===== config.mk =====
export PLATFORM = sky130hd
export DESIGN_NAME = ser_fifo_ctl_flat
export DESIGN_NICKNAME = d
export VERILOG_FILES = /design/src/verilog/ser_fifo_pkg.sv /design/src/verilog/ser_fifo_link_if.sv /design/src/verilog/ser_fifo_ctl.sv /design/src/flat_wrapper.sv
export SDC_FILE = /design/constraint.sdc
export NUM_CORES = 1
export LEC_CHECK = 0
export ABC_AREA = 1
export ABC_CLOCK_PERIOD_IN_PS = 1300
export BUFFER_PORTS_ARGS = -buffer_cell sky130_fd_sc_hd__buf_2
export CAP_MARGIN = 20
export CORE_ASPECT_RATIO = 1.1
export CORE_UTILIZATION = 45
export CTS_CLUSTER_SIZE = 30
export DETAILED_ROUTE_END_ITERATION = 6
export HOLD_SLACK_MARGIN = 0.1
export PLACE_DENSITY = 0.75
export SYNTH_ARGS = -nofsm -noshare
export SYNTH_HDL_FRONTEND = slang
export SYNTH_SLANG_ARGS = --single-unit

===== constraint.sdc =====
create_clock -name CLK -period 1.3 [get_ports CLK]
set_input_delay 0.13 -clock CLK [delete_from_list [all_inputs] [get_ports CLK]]
set_output_delay 0.13 -clock CLK [all_outputs]
set_load 0.05 [all_outputs]

===== src/verilog/ser_fifo_pkg.sv =====
// Purpose: shared constants and types for the dual serial fifo pair
// Assumes: both ends and the bench compile this first
// Notes: register offsets are byte addresses on the avalon slave
package ser_fifo_pkg;
    ////////////////////////////////////////////////////////////////////
    // buffer geometry
    localparam int CH_COUNT = 2;
    localparam int DEPTH_SMALL = 64;
    localparam int DEPTH_LARGE = 256;
    localparam int NEAR_LIMIT = 8;

    // reset values of the device flags
    localparam logic READY_RST = 1'b0;
    localparam logic HALF_RST = 1'b0;
    localparam logic NEAR_RST = 1'b1;

    ////////////////////////////////////////////////////////////////////
    // controller register map
    localparam int ADDR_W = 5;
    localparam logic [4:0] OFS_CTRL = 5'h00;
    localparam logic [4:0] OFS_STAT = 5'h04;
    localparam logic [4:0] OFS_INT_STAT = 5'h08;
    localparam logic [4:0] OFS_INT_MASK = 5'h0c;
    localparam logic [4:0] OFS_WR0 = 5'h10;
    localparam logic [4:0] OFS_WR1 = 5'h14;
    localparam logic [4:0] OFS_RD0 = 5'h18;
    localparam logic [4:0] OFS_RD1 = 5'h1c;
    localparam int CH_SEL_POS = 2;

    // field positions, two bits each, one per channel, except the one-bit read fields
    localparam int STAT_ROOM_POS = 0;
    localparam int STAT_OR_POS = 2;
    localparam int STAT_HALF_POS = 4;
    localparam int STAT_NL_POS = 6;
    localparam int INT_OR_POS = 0;
    localparam int INT_HALF_POS = 2;
    localparam int RD_BIT_POS = 0;
    localparam int RD_VALID_POS = 1;

    // reset values of controller registers
    localparam logic [1:0] CTRL_RST_VAL = 2'h3;
    localparam logic [3:0] MASK_RST_VAL = 4'h0;
    localparam logic [3:0] INT_RST_VAL = 4'h0;

    // clk cycles after a strobe before synced flags are trusted again
    localparam logic [2:0] SETTLE_CYCLES = 3'h4;

    typedef enum logic [2:0] {
        CTL_IDLE,
        CTL_ARM,
        CTL_HOLD,
        CTL_SETTLE,
        CTL_ACK
    } ctl_state_e;
endpackage : ser_fifo_pkg


===== src/verilog/ser_fifo_link_if.sv =====
// Purpose: pins between the dual fifo device and its controller
// Assumes: index 0 and 1 select the channel
// Notes: all link signals are plain one-way levels
`timescale 1ns/10ps
interface ser_fifo_link_if;
    logic [1:0] write_clock;
    logic [1:0] read_clock;
    logic [1:0] reset_n;
    logic [1:0] write_enable;
    logic [1:0] data_in;
    logic [1:0] read_enable;
    logic [1:0] input_ready;
    logic [1:0] output_ready;
    logic [1:0] data_out;
    logic [1:0] half_full_flag;
    logic [1:0] near_limit_flag;

    // device end
    modport dev (
        input write_clock, read_clock, reset_n, write_enable, data_in, read_enable,
        output input_ready, output_ready, data_out, half_full_flag, near_limit_flag
    );

    // controlling end
    modport ctl (
        output write_clock, read_clock, reset_n, write_enable, data_in, read_enable,
        input input_ready, output_ready, data_out, half_full_flag, near_limit_flag
    );
endinterface : ser_fifo_link_if


===== src/verilog/ser_fifo_ctl.sv =====
// Purpose: avalon-controlled writer and reader for the dual serial fifo
// Assumes: one master, one request at a time
// Notes: link clocks are CLK divided by two, all four coincident
`timescale 1ns/10ps
module ser_fifo_ctl (
    input wire logic CLK,
    input wire logic RST,
    input wire logic [4:0] AVS_ADDRESS,
    input wire logic AVS_READ,
    input wire logic AVS_WRITE,
    input wire logic [31:0] AVS_WRITEDATA,
    output logic [31:0] AVS_READDATA,
    output logic AVS_WAITREQUEST,
    output logic IRQ,
    ser_fifo_link_if.ctl LINK
);
    typedef struct packed {
        ser_fifo_pkg::ctl_state_e st;
        logic div;
        logic [1:0] rst;
        logic [1:0] we;
        logic [1:0] re;
        logic [1:0] din;
        logic [1:0] rst_pin;
        logic [1:0] rm_a;
        logic [1:0] rm_b;
        logic [1:0] or_a;
        logic [1:0] or_b;
        logic [1:0] q_a;
        logic [1:0] q_b;
        logic [1:0] hl_a;
        logic [1:0] hl_b;
        logic [1:0] nl_a;
        logic [1:0] nl_b;
        logic [1:0] or_old;
        logic [1:0] hl_old;
        logic [3:0] ist;
        logic [3:0] imask;
        logic irq;
        logic waitreq;
        logic [31:0] rdata;
        logic [2:0] cnt;
        logic ch;
    } ctl_s;

    ctl_s s_q;
    ctl_s s_d;
    logic [3:0] ev;
    logic [3:0] clr;
    logic ch;

    ////////////////////////////////////////////////////////////////////
    // next state
    always_comb begin
        s_d = s_q;
        clr = '0;
        ch = AVS_ADDRESS[ser_fifo_pkg::CH_SEL_POS];
        s_d.div = ~s_q.div;
        if (s_q.div) s_d.rst_pin = s_q.rst; // only as link clocks fall
        // device flags are foreign: two flops before use
        s_d.rm_a = LINK.input_ready;
        s_d.rm_b = s_q.rm_a;
        s_d.or_a = LINK.output_ready;
        s_d.or_b = s_q.or_a;
        s_d.q_a = LINK.data_out;
        s_d.q_b = s_q.q_a;
        s_d.hl_a = LINK.half_full_flag;
        s_d.hl_b = s_q.hl_a;
        s_d.nl_a = LINK.near_limit_flag;
        s_d.nl_b = s_q.nl_a;
        s_d.or_old = s_q.or_b;
        s_d.hl_old = s_q.hl_b;
        case (s_q.st)
            ser_fifo_pkg::CTL_IDLE: begin
                if (AVS_WRITE || AVS_READ) begin
                    s_d.rdata = '0;
                    s_d.waitreq = 1'b0;
                    s_d.st = ser_fifo_pkg::CTL_ACK;
                    s_d.ch = ch;
                end
                if (AVS_WRITE) begin
                    case (AVS_ADDRESS)
                        ser_fifo_pkg::OFS_CTRL: s_d.rst = AVS_WRITEDATA[1:0];
                        ser_fifo_pkg::OFS_INT_MASK: s_d.imask = AVS_WRITEDATA[3:0];
                        ser_fifo_pkg::OFS_WR0, ser_fifo_pkg::OFS_WR1: begin
                            // not ready: dropped here rather than wasted on the pins
                            if (s_q.rm_b[ch] && !s_q.rst[ch]) begin
                                s_d.din[ch] = AVS_WRITEDATA[0];
                                s_d.waitreq = 1'b1;
                                s_d.st = ser_fifo_pkg::CTL_ARM;
                            end
                        end
                        default: ;
                    endcase
                end else if (AVS_READ) begin
                    case (AVS_ADDRESS)
                        ser_fifo_pkg::OFS_CTRL: s_d.rdata[1:0] = s_q.rst;
                        ser_fifo_pkg::OFS_STAT: begin
                            s_d.rdata[ser_fifo_pkg::STAT_ROOM_POS +: 2] = s_q.rm_b;
                            s_d.rdata[ser_fifo_pkg::STAT_OR_POS +: 2] = s_q.or_b;
                            s_d.rdata[ser_fifo_pkg::STAT_HALF_POS +: 2] = s_q.hl_b;
                            s_d.rdata[ser_fifo_pkg::STAT_NL_POS +: 2] = s_q.nl_b;
                        end
                        ser_fifo_pkg::OFS_INT_STAT: begin
                            s_d.rdata[3:0] = s_q.ist;
                            clr = s_q.ist;
                        end
                        ser_fifo_pkg::OFS_INT_MASK: s_d.rdata[3:0] = s_q.imask;
                        ser_fifo_pkg::OFS_RD0, ser_fifo_pkg::OFS_RD1: begin
                            // bit is valid whenever output ready is high
                            if (s_q.or_b[ch] && !s_q.rst[ch]) begin
                                s_d.rdata[ser_fifo_pkg::RD_BIT_POS] = s_q.q_b[ch];
                                s_d.rdata[ser_fifo_pkg::RD_VALID_POS] = 1'b1;
                                s_d.waitreq = 1'b1;
                                s_d.st = ser_fifo_pkg::CTL_ARM;
                            end
                        end
                        default: ;
                    endcase
                end
            end
            ser_fifo_pkg::CTL_ARM: begin
                // raise the strobe as the link clock falls, ahead of its rise
                if (s_q.div) begin
                    s_d.we[s_q.ch] = ~s_q.rdata[ser_fifo_pkg::RD_VALID_POS];
                    s_d.re[s_q.ch] = s_q.rdata[ser_fifo_pkg::RD_VALID_POS];
                    s_d.st = ser_fifo_pkg::CTL_HOLD;
                end
            end
            ser_fifo_pkg::CTL_HOLD: begin
                // exactly one link rising edge sees the strobe
                if (s_q.div) begin
                    s_d.we = '0;
                    s_d.re = '0;
                    s_d.cnt = ser_fifo_pkg::SETTLE_CYCLES;
                    s_d.st = ser_fifo_pkg::CTL_SETTLE;
                end
            end
            ser_fifo_pkg::CTL_SETTLE: begin
                // lets the synced flags catch up, so stale ready is never used
                s_d.cnt = s_q.cnt - 3'h1;
                if (s_q.cnt == 3'h1) begin
                    s_d.waitreq = 1'b0;
                    s_d.st = ser_fifo_pkg::CTL_ACK;
                end
            end
            ser_fifo_pkg::CTL_ACK: begin
                s_d.waitreq = 1'b1;
                s_d.st = ser_fifo_pkg::CTL_IDLE;
            end
            default: s_d.st = ser_fifo_pkg::CTL_IDLE;
        endcase
        // sticky events, none in reset; a new event beats the read clear
        ev = {s_q.hl_b & ~s_q.hl_old, s_q.or_b & ~s_q.or_old} & {2{~s_q.rst}};
        s_d.ist = (s_q.ist & ~clr) | ev;
        s_d.irq = |(s_d.ist & s_d.imask);
        if (RST) begin
            s_d = '0;
            s_d.st = ser_fifo_pkg::CTL_IDLE;
            s_d.rst = ser_fifo_pkg::CTRL_RST_VAL;
            s_d.rst_pin = ser_fifo_pkg::CTRL_RST_VAL;
            s_d.imask = ser_fifo_pkg::MASK_RST_VAL;
            s_d.ist = ser_fifo_pkg::INT_RST_VAL;
            s_d.waitreq = 1'b1;
        end
    end

    // state register
    always_ff @(posedge CLK) begin
        s_q <= s_d;
    end

    ////////////////////////////////////////////////////////////////////
    // outputs, all from flops; link clocks run whenever RST is low
    assign LINK.write_clock = {2{s_q.div}};
    assign LINK.read_clock = {2{s_q.div}};
    assign LINK.reset_n = ~s_q.rst_pin;
    assign LINK.write_enable = s_q.we;
    assign LINK.read_enable = s_q.re;
    assign LINK.data_in = s_q.din;
    assign AVS_READDATA = s_q.rdata;
    assign AVS_WAITREQUEST = s_q.waitreq;
    assign IRQ = s_q.irq;
endmodule : ser_fifo_ctl


===== src/flat_wrapper.sv =====
// flat-port wrapper written by rule: the top's interface ports become plain ports
module ser_fifo_ctl_flat 
  (CLK, RST, AVS_ADDRESS, AVS_READ, AVS_WRITE, AVS_WRITEDATA, AVS_READDATA, AVS_WAITREQUEST, IRQ, LINK_write_clock, LINK_read_clock, LINK_reset_n, LINK_write_enable, LINK_data_in, LINK_read_enable, LINK_input_ready, LINK_output_ready, LINK_data_out, LINK_half_full_flag, LINK_near_limit_flag);
  ser_fifo_link_if LINK_i ();
  input wire logic CLK;
  input wire logic RST;
  input wire logic [4:0] AVS_ADDRESS;
  input wire logic AVS_READ;
  input wire logic AVS_WRITE;
  input wire logic [31:0] AVS_WRITEDATA;
  output logic [31:0] AVS_READDATA;
  output logic AVS_WAITREQUEST;
  output logic IRQ;
  output wire logic [$bits(LINK_i.write_clock)-1:0] LINK_write_clock;
  output wire logic [$bits(LINK_i.read_clock)-1:0] LINK_read_clock;
  output wire logic [$bits(LINK_i.reset_n)-1:0] LINK_reset_n;
  output wire logic [$bits(LINK_i.write_enable)-1:0] LINK_write_enable;
  output wire logic [$bits(LINK_i.data_in)-1:0] LINK_data_in;
  output wire logic [$bits(LINK_i.read_enable)-1:0] LINK_read_enable;
  input wire logic [$bits(LINK_i.input_ready)-1:0] LINK_input_ready;
  input wire logic [$bits(LINK_i.output_ready)-1:0] LINK_output_ready;
  input wire logic [$bits(LINK_i.data_out)-1:0] LINK_data_out;
  input wire logic [$bits(LINK_i.half_full_flag)-1:0] LINK_half_full_flag;
  input wire logic [$bits(LINK_i.near_limit_flag)-1:0] LINK_near_limit_flag;
  assign LINK_write_clock = LINK_i.write_clock;
  assign LINK_read_clock = LINK_i.read_clock;
  assign LINK_reset_n = LINK_i.reset_n;
  assign LINK_write_enable = LINK_i.write_enable;
  assign LINK_data_in = LINK_i.data_in;
  assign LINK_read_enable = LINK_i.read_enable;
  assign LINK_i.input_ready = LINK_input_ready;
  assign LINK_i.output_ready = LINK_output_ready;
  assign LINK_i.data_out = LINK_data_out;
  assign LINK_i.half_full_flag = LINK_half_full_flag;
  assign LINK_i.near_limit_flag = LINK_near_limit_flag;
  ser_fifo_ctl u_core (.CLK(CLK), .RST(RST), .AVS_ADDRESS(AVS_ADDRESS), .AVS_READ(AVS_READ), .AVS_WRITE(AVS_WRITE), .AVS_WRITEDATA(AVS_WRITEDATA), .AVS_READDATA(AVS_READDATA), .AVS_WAITREQUEST(AVS_WAITREQUEST), .IRQ(IRQ), .LINK(LINK_i));
endmodule

==> results of run 1 <==
==> cells in the final DEF, fill, tap and decap left out, types with 2 or more instances in the layout <==
cell / instances
nand2_2: 7
nor2_4: 6
nand3_2: 2
o21ai_1: 6
inv_1: 55
a21oi_1: 28
buf_12: 2
conb_1: 24
o21ai_0: 6
inv_2: 8
nor2_2: 2
clkbuf_8: 9
o211ai_1: 3
o21a_1: 2
clkinvlp_4: 3
dfxtp_4: 3
ha_1: 2
dfxtp_1: 56
inv_6: 2
dlygate4sd3_1: 14
o21ai_2: 9
buf_2: 40
nand2_1: 64
nand3_1: 9
buf_6: 7
o221ai_1: 2
nand4_1: 11
buf_4: 50
nor3_4: 2
nor2_1: 47
nor2_8: 2
a21oi_2: 4
nand2_4: 3
==> cell families (layout without fill, tap and decap cells) <==
kind of cell | Yosys count | in the layout | synth area share [%]
fa+ha+maj | 2 | 2 | 0.8513
other cells | 1 | 24 | 0.1276
xor+xnor | 1 | 1 | 0.2981
buf+inv | 117 | 195 | 20.48
flops | 60 | 60 | 40.87
simple gates | 156 | 156 | 24.86
compound gates | 66 | 66 | 12.52
==> final cells by class <==
cell class	instances	area (um^2)
Fill cell	567	2283
Multi-Input combinational cell	249	1345
Sequential cell	60	1214
Timing Repair Buffer	113	834.6
Inverter	66	255.2
Clock buffer	9	123.9
Tap cell	80	100.1
Clock inverter	7	75.07
==> worst min-delay path by stage <==
| stage | from | end | slack (ps) |
|---|---|---|---|
| after floorplan | LINK_near_limit_flag[0] | u_core.s_q[52] | 240 |
| after global placement | LINK_output_ready[1] | u_core.s_q[65] | 330 |
| after detailed placement | LINK_half_full_flag[1] | u_core.s_q[57] | 340 |
| after CTS | AVS_WRITEDATA[3] | u_core.s_q[41] | 110 |
| after global routing | AVS_WRITE | u_core.AVS_READDATA[0] | 150 |
| final | AVS_WRITEDATA[3] | u_core.s_q[41] | 120 |
==> Yosys cell counts <==
library cell,number
nand3_1,11
dfxtp_1,60
o21ai_1,3
clkbuf_1,7
inv_2,4
nor2_8,2
inv_4,1
nand2_1,71
nor2_2,2
nand2_2,1
a31oi_1,1
o211ai_1,3
nor2_4,3
nand4_1,11
a21oi_1,32
nor3_4,2
a211oi_1,1
clkinv_1,1
o22ai_1,1
o21ai_2,2
ha_1,2
xor2_1,1
o221ai_1,2
nor3_1,1
a22oi_1,2
buf_4,42
o21ai_0,17
nand2_4,2
o21a_1,2
conb_1,1
buf_2,2
inv_1,60
nor2_1,50
==> stage by stage <==
step           util, %  hold slack (ps)  TNS [ps]  total power [uW]
6_report         63.35            115.0     -1745              4477
5_1_grt          63.35            153.3     -3367              4666
4_1_cts          60.46            113.6    -323.2              4423
3_5_place_dp     53.51            335.4     -1360              2699
3_3_place_gp     53.51            327.3    -201.2              2684
2_1_floorplan        -            237.0         0              2538
==> timing repair <==
| item | CTS | global route |
|---|---|---|
| setup buffers | 6 | 9 |
| endpoints found under the setup margin | 24 | 31 |
| gates resized for setup | 23 | 42 |
| pin swaps | 5 | 19 |
| hold buffers | 14 | 0 |
| endpoints found under the hold margin | 14 | 0 |
==> layer usage <==
metal	routed length [um]	share of wire, %	global-route usage [%]
met1	2784	42	22.38
met2	3449	52	35.03
met3	241	3.7	4.737
met4	121	1.8	10.74
met5	0	0	0
==> power groups by stage <==
stage               logic (uW)  clock network, uW  registers [uW]
floorplan                  547                  0            1990
global placement           704                  0            1980
detailed placement         717                  0            1980
CTS                        780               1700            1940
global route               938               1780            1950
finish                     872               1660            1940
==> sequential cells by signal (all words and copies together), names as in the netlist <==
name	flops
u_core.s_q	43
u_core.AVS_READDATA	8
u_core.LINK.data_in	2
u_core.LINK.read_enable	2
u_core.LINK.write_enable	2
u_core.AVS_WAITREQUEST	1
u_core.IRQ	1
u_core.LINK.read_clock	1
==> worst max-delay path, delay by kind of cell, from the launching register on <==
kind	cells	cell delay, ps
buf+inv	1	70
simple gates	11	890
flops	1	370
==> impl_metrics.yaml, run 1 <==
synth:
  ys_ff_latch: 60
  syn_area_mm2: 0.002939
  ys_seq_area_share_pct: 40.87
  synthTopCellsByArea: "dfxtp_1, buf_4, nand2_1"
  ys_types: 33
  yosysWarnings: 0
  synth_cells: 403
  yosys.area.top_type: "dfxtp_1"
  syn_area_per_cell_um2: 7.293
  yosysTopAreaCellShare_pct: 40.87
clock_network:
  cts-root-buf: "clkbuf_8"
  clock_latency_ps: 360
  clock_sinks: 60
  cts_tree: "yes"
  clockBufferDepth: 2
  clk_pin_slew_worst_paths_ps: 80
  cts_buffers: 9
  cts_htree_levels: 3
place:
  post_dp_cell_area_mm2: 0.003334
  numPortBuffers: 44
  dp_cells: 540
  place_congestion: 0.8910
  pre_cts_ws_ps: -137.9
  post-dp-hpwl_mm: 4.600
critical_path:
  regToRegEndpoint: "u_core.IRQ"
  cpPeakStageDelay_ps: 370
  rr_worst_depth: 12
  cp_max_fo: 4
  start_kind: "flip-flop"
  worstSetupPathType: "flip-flop to flip-flop"
  ff2ff_setup_slack_ps: -140
  crit_path_end_kind: "flip-flop"
  arrival_ps: 1690
  r2r_start: "u_core.s_q[82]"
  timing.critical_path.mode_cell: "nand2_1"
  endpoint: "u_core.IRQ"
  crit_chain: "nor2_4, nand2_4, nor2_4, nand2_2, inv_2, nand2_2, nand2_1, nand2_1, nand2_1, nand2_1, nor2_1, nor2_1"
  startpoint: "u_core.s_q[82]"
  cpMaxStageDelayCell: "dfxtp_4"
  required_ps: 1550
pwr:
  pwr_density_cell_mw_per_mm2: 1134
  p_int_uw: 3097
  leakagePower_uw: 0.001897
  ir_worst_vdd_uv: 737.1
  power_frac_clock_pct: 37.1
  swShare_pct: 30.84
  p_comb_share_pct: 19.5
  p_sw_uw: 1381
  power_frac_seq_pct: 43.4
run_status:
  violations: "setup timing"
  status: "finished with violations"
floorplan:
  initial_core_util_pct: 47.17
  dieArea_mm2: 0.006859
  dieWidth_um: 79.06
  placementRows: 30
  coreArea_mm2: 0.006231
  dieHeight_um: 86.76
  ios: 97
final_layout:
  final_cell_area_mm2: 0.003948
  fin_cells: 584
  area_growth_pct: 34.31
  drive_gt1_share_pct: 33.73
  final_nets: 552
  antenna_cells: 0
job:
  drv_cap: 0
worst_hold_path:
  hp-class: "input port to flip-flop"
  worstHoldPathCells: 4
drt:
  drt_iter0_drc: 97
  wl_mm: 6.597
  final_antenna_net_count: 0
  route.vias.total: 2669
  first_pass_iters: 4
  post-route-drc-count: 0
  vias_per_cell: 4.570
  routedWlPerCell_um: 11.30
global_routing:
  grt_use_total_pct: 20.03
  grt_pass1_wl_mm: 10.45
  antenna_found_initial: 0
  grt_remaining_overflow: 0
  grt_max_degree: 36
  grt_pass1_vias: 2408
sta:
  rsz0062_at_grt: "yes"
  max_freq_mhz: 696.0
  final_max_slew_viol_count: 0
  finalCriticalPeriod_ps: 1437
  skew_ps: 11.20
  finalWorstSetupSlack_ps: -136.7
  hold_viol_final: 0
  period_share_pct: 110.5
  setup_viol: 22
Note: power is estimated with default switching activity, not from simulation.
==> run 2, diff against run 1 <==
- PLACE_DENSITY: 0.75 -> 0.74
- SLEW_MARGIN: default -> 30
==> run 2 against run 1 <==
  * The flow still finishes with violations (setup timing)
  * Cell count shrank 1.4%
  * Clock power grew 7%
  * Fmax grew 1.5%
  * First-iteration DRC count shrank 14%
  * Non-clock buffer count shrank 7
  * Global-route usage shrank 0.10 points
  * Hold slack gained 4.6 ps
  * Via count shrank 0.11%
  * Sequential share of layout area grew 0.75 points
  * Cell area shrank 2.4%
  * Routed wire length shrank 1.5%
  * Largest power group unchanged
==> impl_metrics.yaml, run 2 (synthesis results as in run 1) <==
run_status:
  status: "finished with violations"
  violations: "setup timing"
clock_network:
  clockBufferDepth: 2
  cts_buffers: 9
  clock_latency_ps: 350
  clk_pin_slew_worst_paths_ps: 70
  cts-root-buf: "clkbuf_8"
  cts_tree: "yes"
  cts_htree_levels: 3
  clock_sinks: 60
pwr:
  pwr_density_cell_mw_per_mm2: 1175
  leakagePower_uw: 0.001872
  ir_worst_vdd_uv: 674.6
floorplan:
  placementRows: 30
  coreArea_mm2: 0.006231
  ios: 97
  initial_core_util_pct: 47.17
  dieArea_mm2: 0.006859
  dieWidth_um: 79.06
  dieHeight_um: 86.76
final_layout:
  largest_reg_flops: 43
  seq_area_mm2: 0.001214
  final_common_cell: "nand2_1"
  final_cell_mix: "nand2_1, dfxtp_1, inv_1"
  final_nets: 545
  drive_gt1_share_pct: 31.45
  final_cell_area_mm2: 0.003854
  largest-register: "u_core.s_q"
  multiInputGateArea_mm2: 0.001321
  area_growth_pct: 31.12
  fillers: 595
  antenna_cells: 0
place:
  place_congestion: 0.9252
  post-dp-hpwl_mm: 4.570
  pre_cts_ws_ps: -111.3
  post_dp_cell_area_mm2: 0.003349
  numPortBuffers: 44
worst_hold_path:
  min-delay-start: "AVS_WRITEDATA[3]"
  hp-class: "input port to flip-flop"
drt:
  routedWlPerCell_um: 11.29
  first_pass_iters: 4
  wl_mm: 6.501
  route.vias.total: 2666
  final_antenna_net_count: 0
  vias_per_cell: 4.628
  drt_iter0_drc: 83
  post-route-drc-count: 0
global_routing:
  grt_pass1_vias: 2511
  grt_pass1_wl_mm: 10.44
  grt_remaining_overflow: 0
  grt_max_degree: 36
  antenna_found_initial: 0
  grt_use_total_pct: 19.92
critical_path:
  start_kind: "flip-flop"
  required_ps: 1540
  timing.critical_path.mode_cell: "nand2_1"
  cpMaxStageDelayCell: "dfxtp_4"
  cpPeakStageDelay_ps: 360
  worstSetupPathType: "flip-flop to flip-flop"
  crit_chain: "nor2_4, nand2_4, nor2_4, nand2_2, inv_2, nand2_4, nand2_2, nand2_1, nand2_1, nand2_1, nor2_1, nor2_1"
  crit_path_end_kind: "flip-flop"
  startpoint: "u_core.s_q[82]"
  crit_family: "simple AND/OR/NAND/NOR gates"
  r2r_start: "u_core.s_q[82]"
  cp_max_fo: 4
  critPathBufInv: 1
  arrival_ps: 1660
sta:
  finalCriticalPeriod_ps: 1416
  finalWorstSetupSlack_ps: -115.9
  final_max_slew_viol_count: 0
  hold_viol_final: 0
  setup_viol: 11
  period_share_pct: 108.9
  max_freq_mhz: 706.3
  rsz0062_at_grt: "yes"
  skew_ps: 8.470
job:
  drv_cap: 0
==> run 2: changes by cell type in the layout (fill, tap and decap cells not counted), sizes merged <==
cell      change
buf           -7
bufinv        +1
clkbuf        +1
clkinvlp      -2
inv           -1
==> run 2: area by class of cell <==
cell class | instances | share of cell area (%)
clock buffer | 10 | 3.312
tap | 80 | 2.597
multi-input combinational | 249 | 34.29
inverter | 66 | 6.493
sequential | 60 | 31.49
timing repair buffer | 106 | 19.81
clock inverter | 5 | 2.013
==> run 2: report_power, final <==
part	switching, uW	leakage, uW	internal [uW]
sequential	43.2	0.000492	1900
clock	708	0.000102	1060
combinational	539	0.00128	279
==> run 2: path summary, 6_finish.rpt <==
path                                  endpoint  slack, ps  cells past startpoint
worst max register to register      u_core.IRQ       -120                     12
worst max-delay path                u_core.IRQ       -120                     12
worst min register to register  u_core.s_q[55]        400                      2
worst min-delay path            u_core.s_q[41]        120                      4
==> run 2: routing by layer <==
metal	global-route usage [%]	vias to the layer above	wire length (um)
li1	-	1378	-
met1	21.56	1201	2741
met2	34.80	69	3326
met3	4.211	18	230
met4	13.39	0	202
met5	0	-	0
==> run 2: timing repair <==
item	CTS	global route
endpoints found under the hold margin	13	0
gates resized for setup	25	23
setup buffers	5	2
hold buffers	14	0
pin swaps	7	5
setup endpoints to repair	26	26
==> run 2: worst reg2reg max path, stage by stage (launching register included) <==
cell and delay, ps:
dfxtp_4 360, nor2_4 140, nand2_4 100, nor2_4 100, nand2_2 70, inv_2 80, nand2_4 60, nand2_2 80
nand2_1 50, nand2_1 70, nand2_1 50, nor2_1 90, nor2_1 50
==> run 2: through the flow <==
| stage | instances | total power, uW | hold slack (ps) | utilization [%] | TNS, ps |
|---|---|---|---|---|---|
| after global placement | 542 | 2689 | 328.7 | 53.75 | -205.8 |
| after detailed placement | 542 | 2703 | 335.3 | 53.75 | -720.6 |
| after global routing | 576 | 4709 | 157.1 | 61.85 | -1854 |
| final | 576 | 4530 | 119.6 | 61.85 | -457.3 |
| after CTS | 576 | 4535 | 118.4 | 60.62 | -281.7 |
| after floorplan | 426 | 2538 | 237.0 | - | 0 |
==> run 3, diff against run 2 <==
- TNS_END_PERCENT: default -> 10
==> run 3 against run 2 <==
  * The flow still finishes with violations (setup timing)
  * Non-clock buffer count is 1 higher
  * Critical endpoint unchanged
  * Total power fell by 0.17%
  * Routed wire length decreased by 2.3%
  * Highest routed layer unchanged
  * Cell area is 0.39% lower
  * Setup slack better by 3.3 ps
  * Hold slack better by 9.3 ps
  * Cell count increased by 0.17%
  * Register-to-register slack about the same
  * Critical path depth stayed put
  * Clock power about the same
==> impl_metrics.yaml, run 3 (synthesis results as in run 1) <==
final_layout:
  fillers: 590
  final_cell_mix: "nand2_1, inv_1, dfxtp_1"
  antenna_cells: 0
  fin_cells: 577
  drive_gt1_share_pct: 28.77
  area_growth_pct: 30.61
  largest_reg_flops: 43
  largest-register: "u_core.s_q"
  final_common_cell: "nand2_1"
  final_nets: 546
critical_path:
  r2r_start: "u_core.s_q[82]"
  regToRegEndpoint: "u_core.IRQ"
  startpoint: "u_core.s_q[82]"
  arrival_ps: 1650
  crit_path_end_kind: "flip-flop"
  worstSetupPathType: "flip-flop to flip-flop"
  rr_worst_depth: 12
  start_kind: "flip-flop"
  cp_max_fo: 3
  required_ps: 1530
  ff2ff_setup_slack_ps: -110
run_status:
  status: "finished with violations"
  violations: "setup timing"
global_routing:
  grt_max_degree: 36
  grt_pass1_vias: 2472
  grt_use_total_pct: 19.68
  grt_pass1_wl_mm: 10.32
  antenna_found_initial: 0
  grt_remaining_overflow: 0
floorplan:
  placementRows: 30
  dieWidth_um: 79.06
  initial_core_util_pct: 47.17
  dieArea_mm2: 0.006859
  ios: 97
  dieHeight_um: 86.76
  coreArea_mm2: 0.006231
drt:
  drt_iter0_drc: 120
  final_antenna_net_count: 0
  routedWlPerCell_um: 11.01
  first_pass_iters: 4
  vias_per_cell: 4.610
  route.vias.total: 2660
  wl_mm: 6.350
  post-route-drc-count: 0
clock_network:
  cts-root-buf: "clkbuf_8"
  clock_sinks: 60
  clock_latency_ps: 340
  cts_buffers: 9
  clk_pin_slew_worst_paths_ps: 70
  cts_htree_levels: 3
  clockBufferDepth: 2
  cts_tree: "yes"
sta:
  max_freq_mhz: 707.9
  finalWorstSetupSlack_ps: -112.7
  finalCriticalPeriod_ps: 1413
  hold_ws_ps: 128.9
  final_max_slew_viol_count: 0
  skew_ps: 7.052
  rsz0062_at_grt: "yes"
  period_share_pct: 108.7
  setup_viol: 14
  hold_viol_final: 0
place:
  post-dp-hpwl_mm: 4.570
  place_congestion: 0.9252
  numPortBuffers: 44
  pre_cts_ws_ps: -111.3
  dp_cells: 542
pwr:
  pwr_density_cell_mw_per_mm2: 1178
  power_uw: 4522
  leakagePower_uw: 0.001880
  ir_worst_vdd_uv: 674.3
worst_hold_path:
  worstHoldPathCells: 4
  hp-class: "input port to flip-flop"
  min-delay-start: "AVS_WRITEDATA[3]"
  min_to: "u_core.s_q[41]"
job:
  drv_cap: 0
run 3: timing repair:
action                                  CTS  global route
endpoints found under the setup margin   26            28
resized for setup                        17            23
pin swaps                                 5             9
buffers inserted                          4             2
hold endpoints to repair                 13             0
hold buffers                             14             0
run 3: worst max-delay path by stage:
stage / end / slack [ps] / cells after the start
2_1_floorplan: u_core.IRQ / 8 / 12
3_3_place_gp: u_core.IRQ / -70 / 12
3_5_place_dp: u_core.IRQ / -110 / 12
4_1_cts: u_core.IRQ / -100 / 11
5_1_grt: u_core.IRQ / -230 / 12
6_report: u_core.IRQ / -110 / 12
run 3: area by class of cell:
type                       instances  area [um^2]  area share, %
multi-input combinational        249         1292          33.67
sequential                        60         1214          31.62
timing repair buffer             107        774.5          20.18
inverter                          66        252.7          6.584
clock buffer                      10        127.6          3.325
tap                               80        100.1          2.608
clock inverter                     5        77.57          2.021
run 3: per-stage QoR:
step / instance area, um^2 / TNS [ps] / utilization (%)
2_1_floorplan: 3033 / 0 / -
3_3_place_gp: 3349 / -205.8 / 53.75
3_5_place_dp: 3349 / -720.6 / 53.75
4_1_cts: 3756 / -520.9 / 60.28
5_1_grt: 3839 / -2270 / 61.61
6_report: 3839 / -704.3 / 61.61
run 3: worst max-delay path, stage by stage, from the launching register on:
cell     delay [ps]
dfxtp_4         350
nor2_4          140
nand2_4         100
nor2_4          100
nand2_2          70
inv_2            90
nand2_4          60
nand2_2          80
nand2_1          50
nand2_1          70
nand2_1          50
nor2_1           90
nor2_1           50
run 3: metal layers:
| layer | part of all wire, % | global-route usage [%] | up-vias |
|---|---|---|---|
| li1 | - | - | 1375 |
| met1 | 42 | 21.36 | 1197 |
| met2 | 51 | 34.56 | 71 |
| met3 | 3.6 | 4.211 | 17 |
| met4 | 3.1 | 12.56 | 0 |
| met5 | 0 | 0 | - |
run 3: where the power goes:
part | switching [uW] | internal (uW) | total (uW) | leakage, uW
Clock | 703 | 1060 | 1760 | 0.000102
Sequential | 44.9 | 1900 | 1940 | 0.000492
Combinational | 532 | 281 | 813 | 0.00129
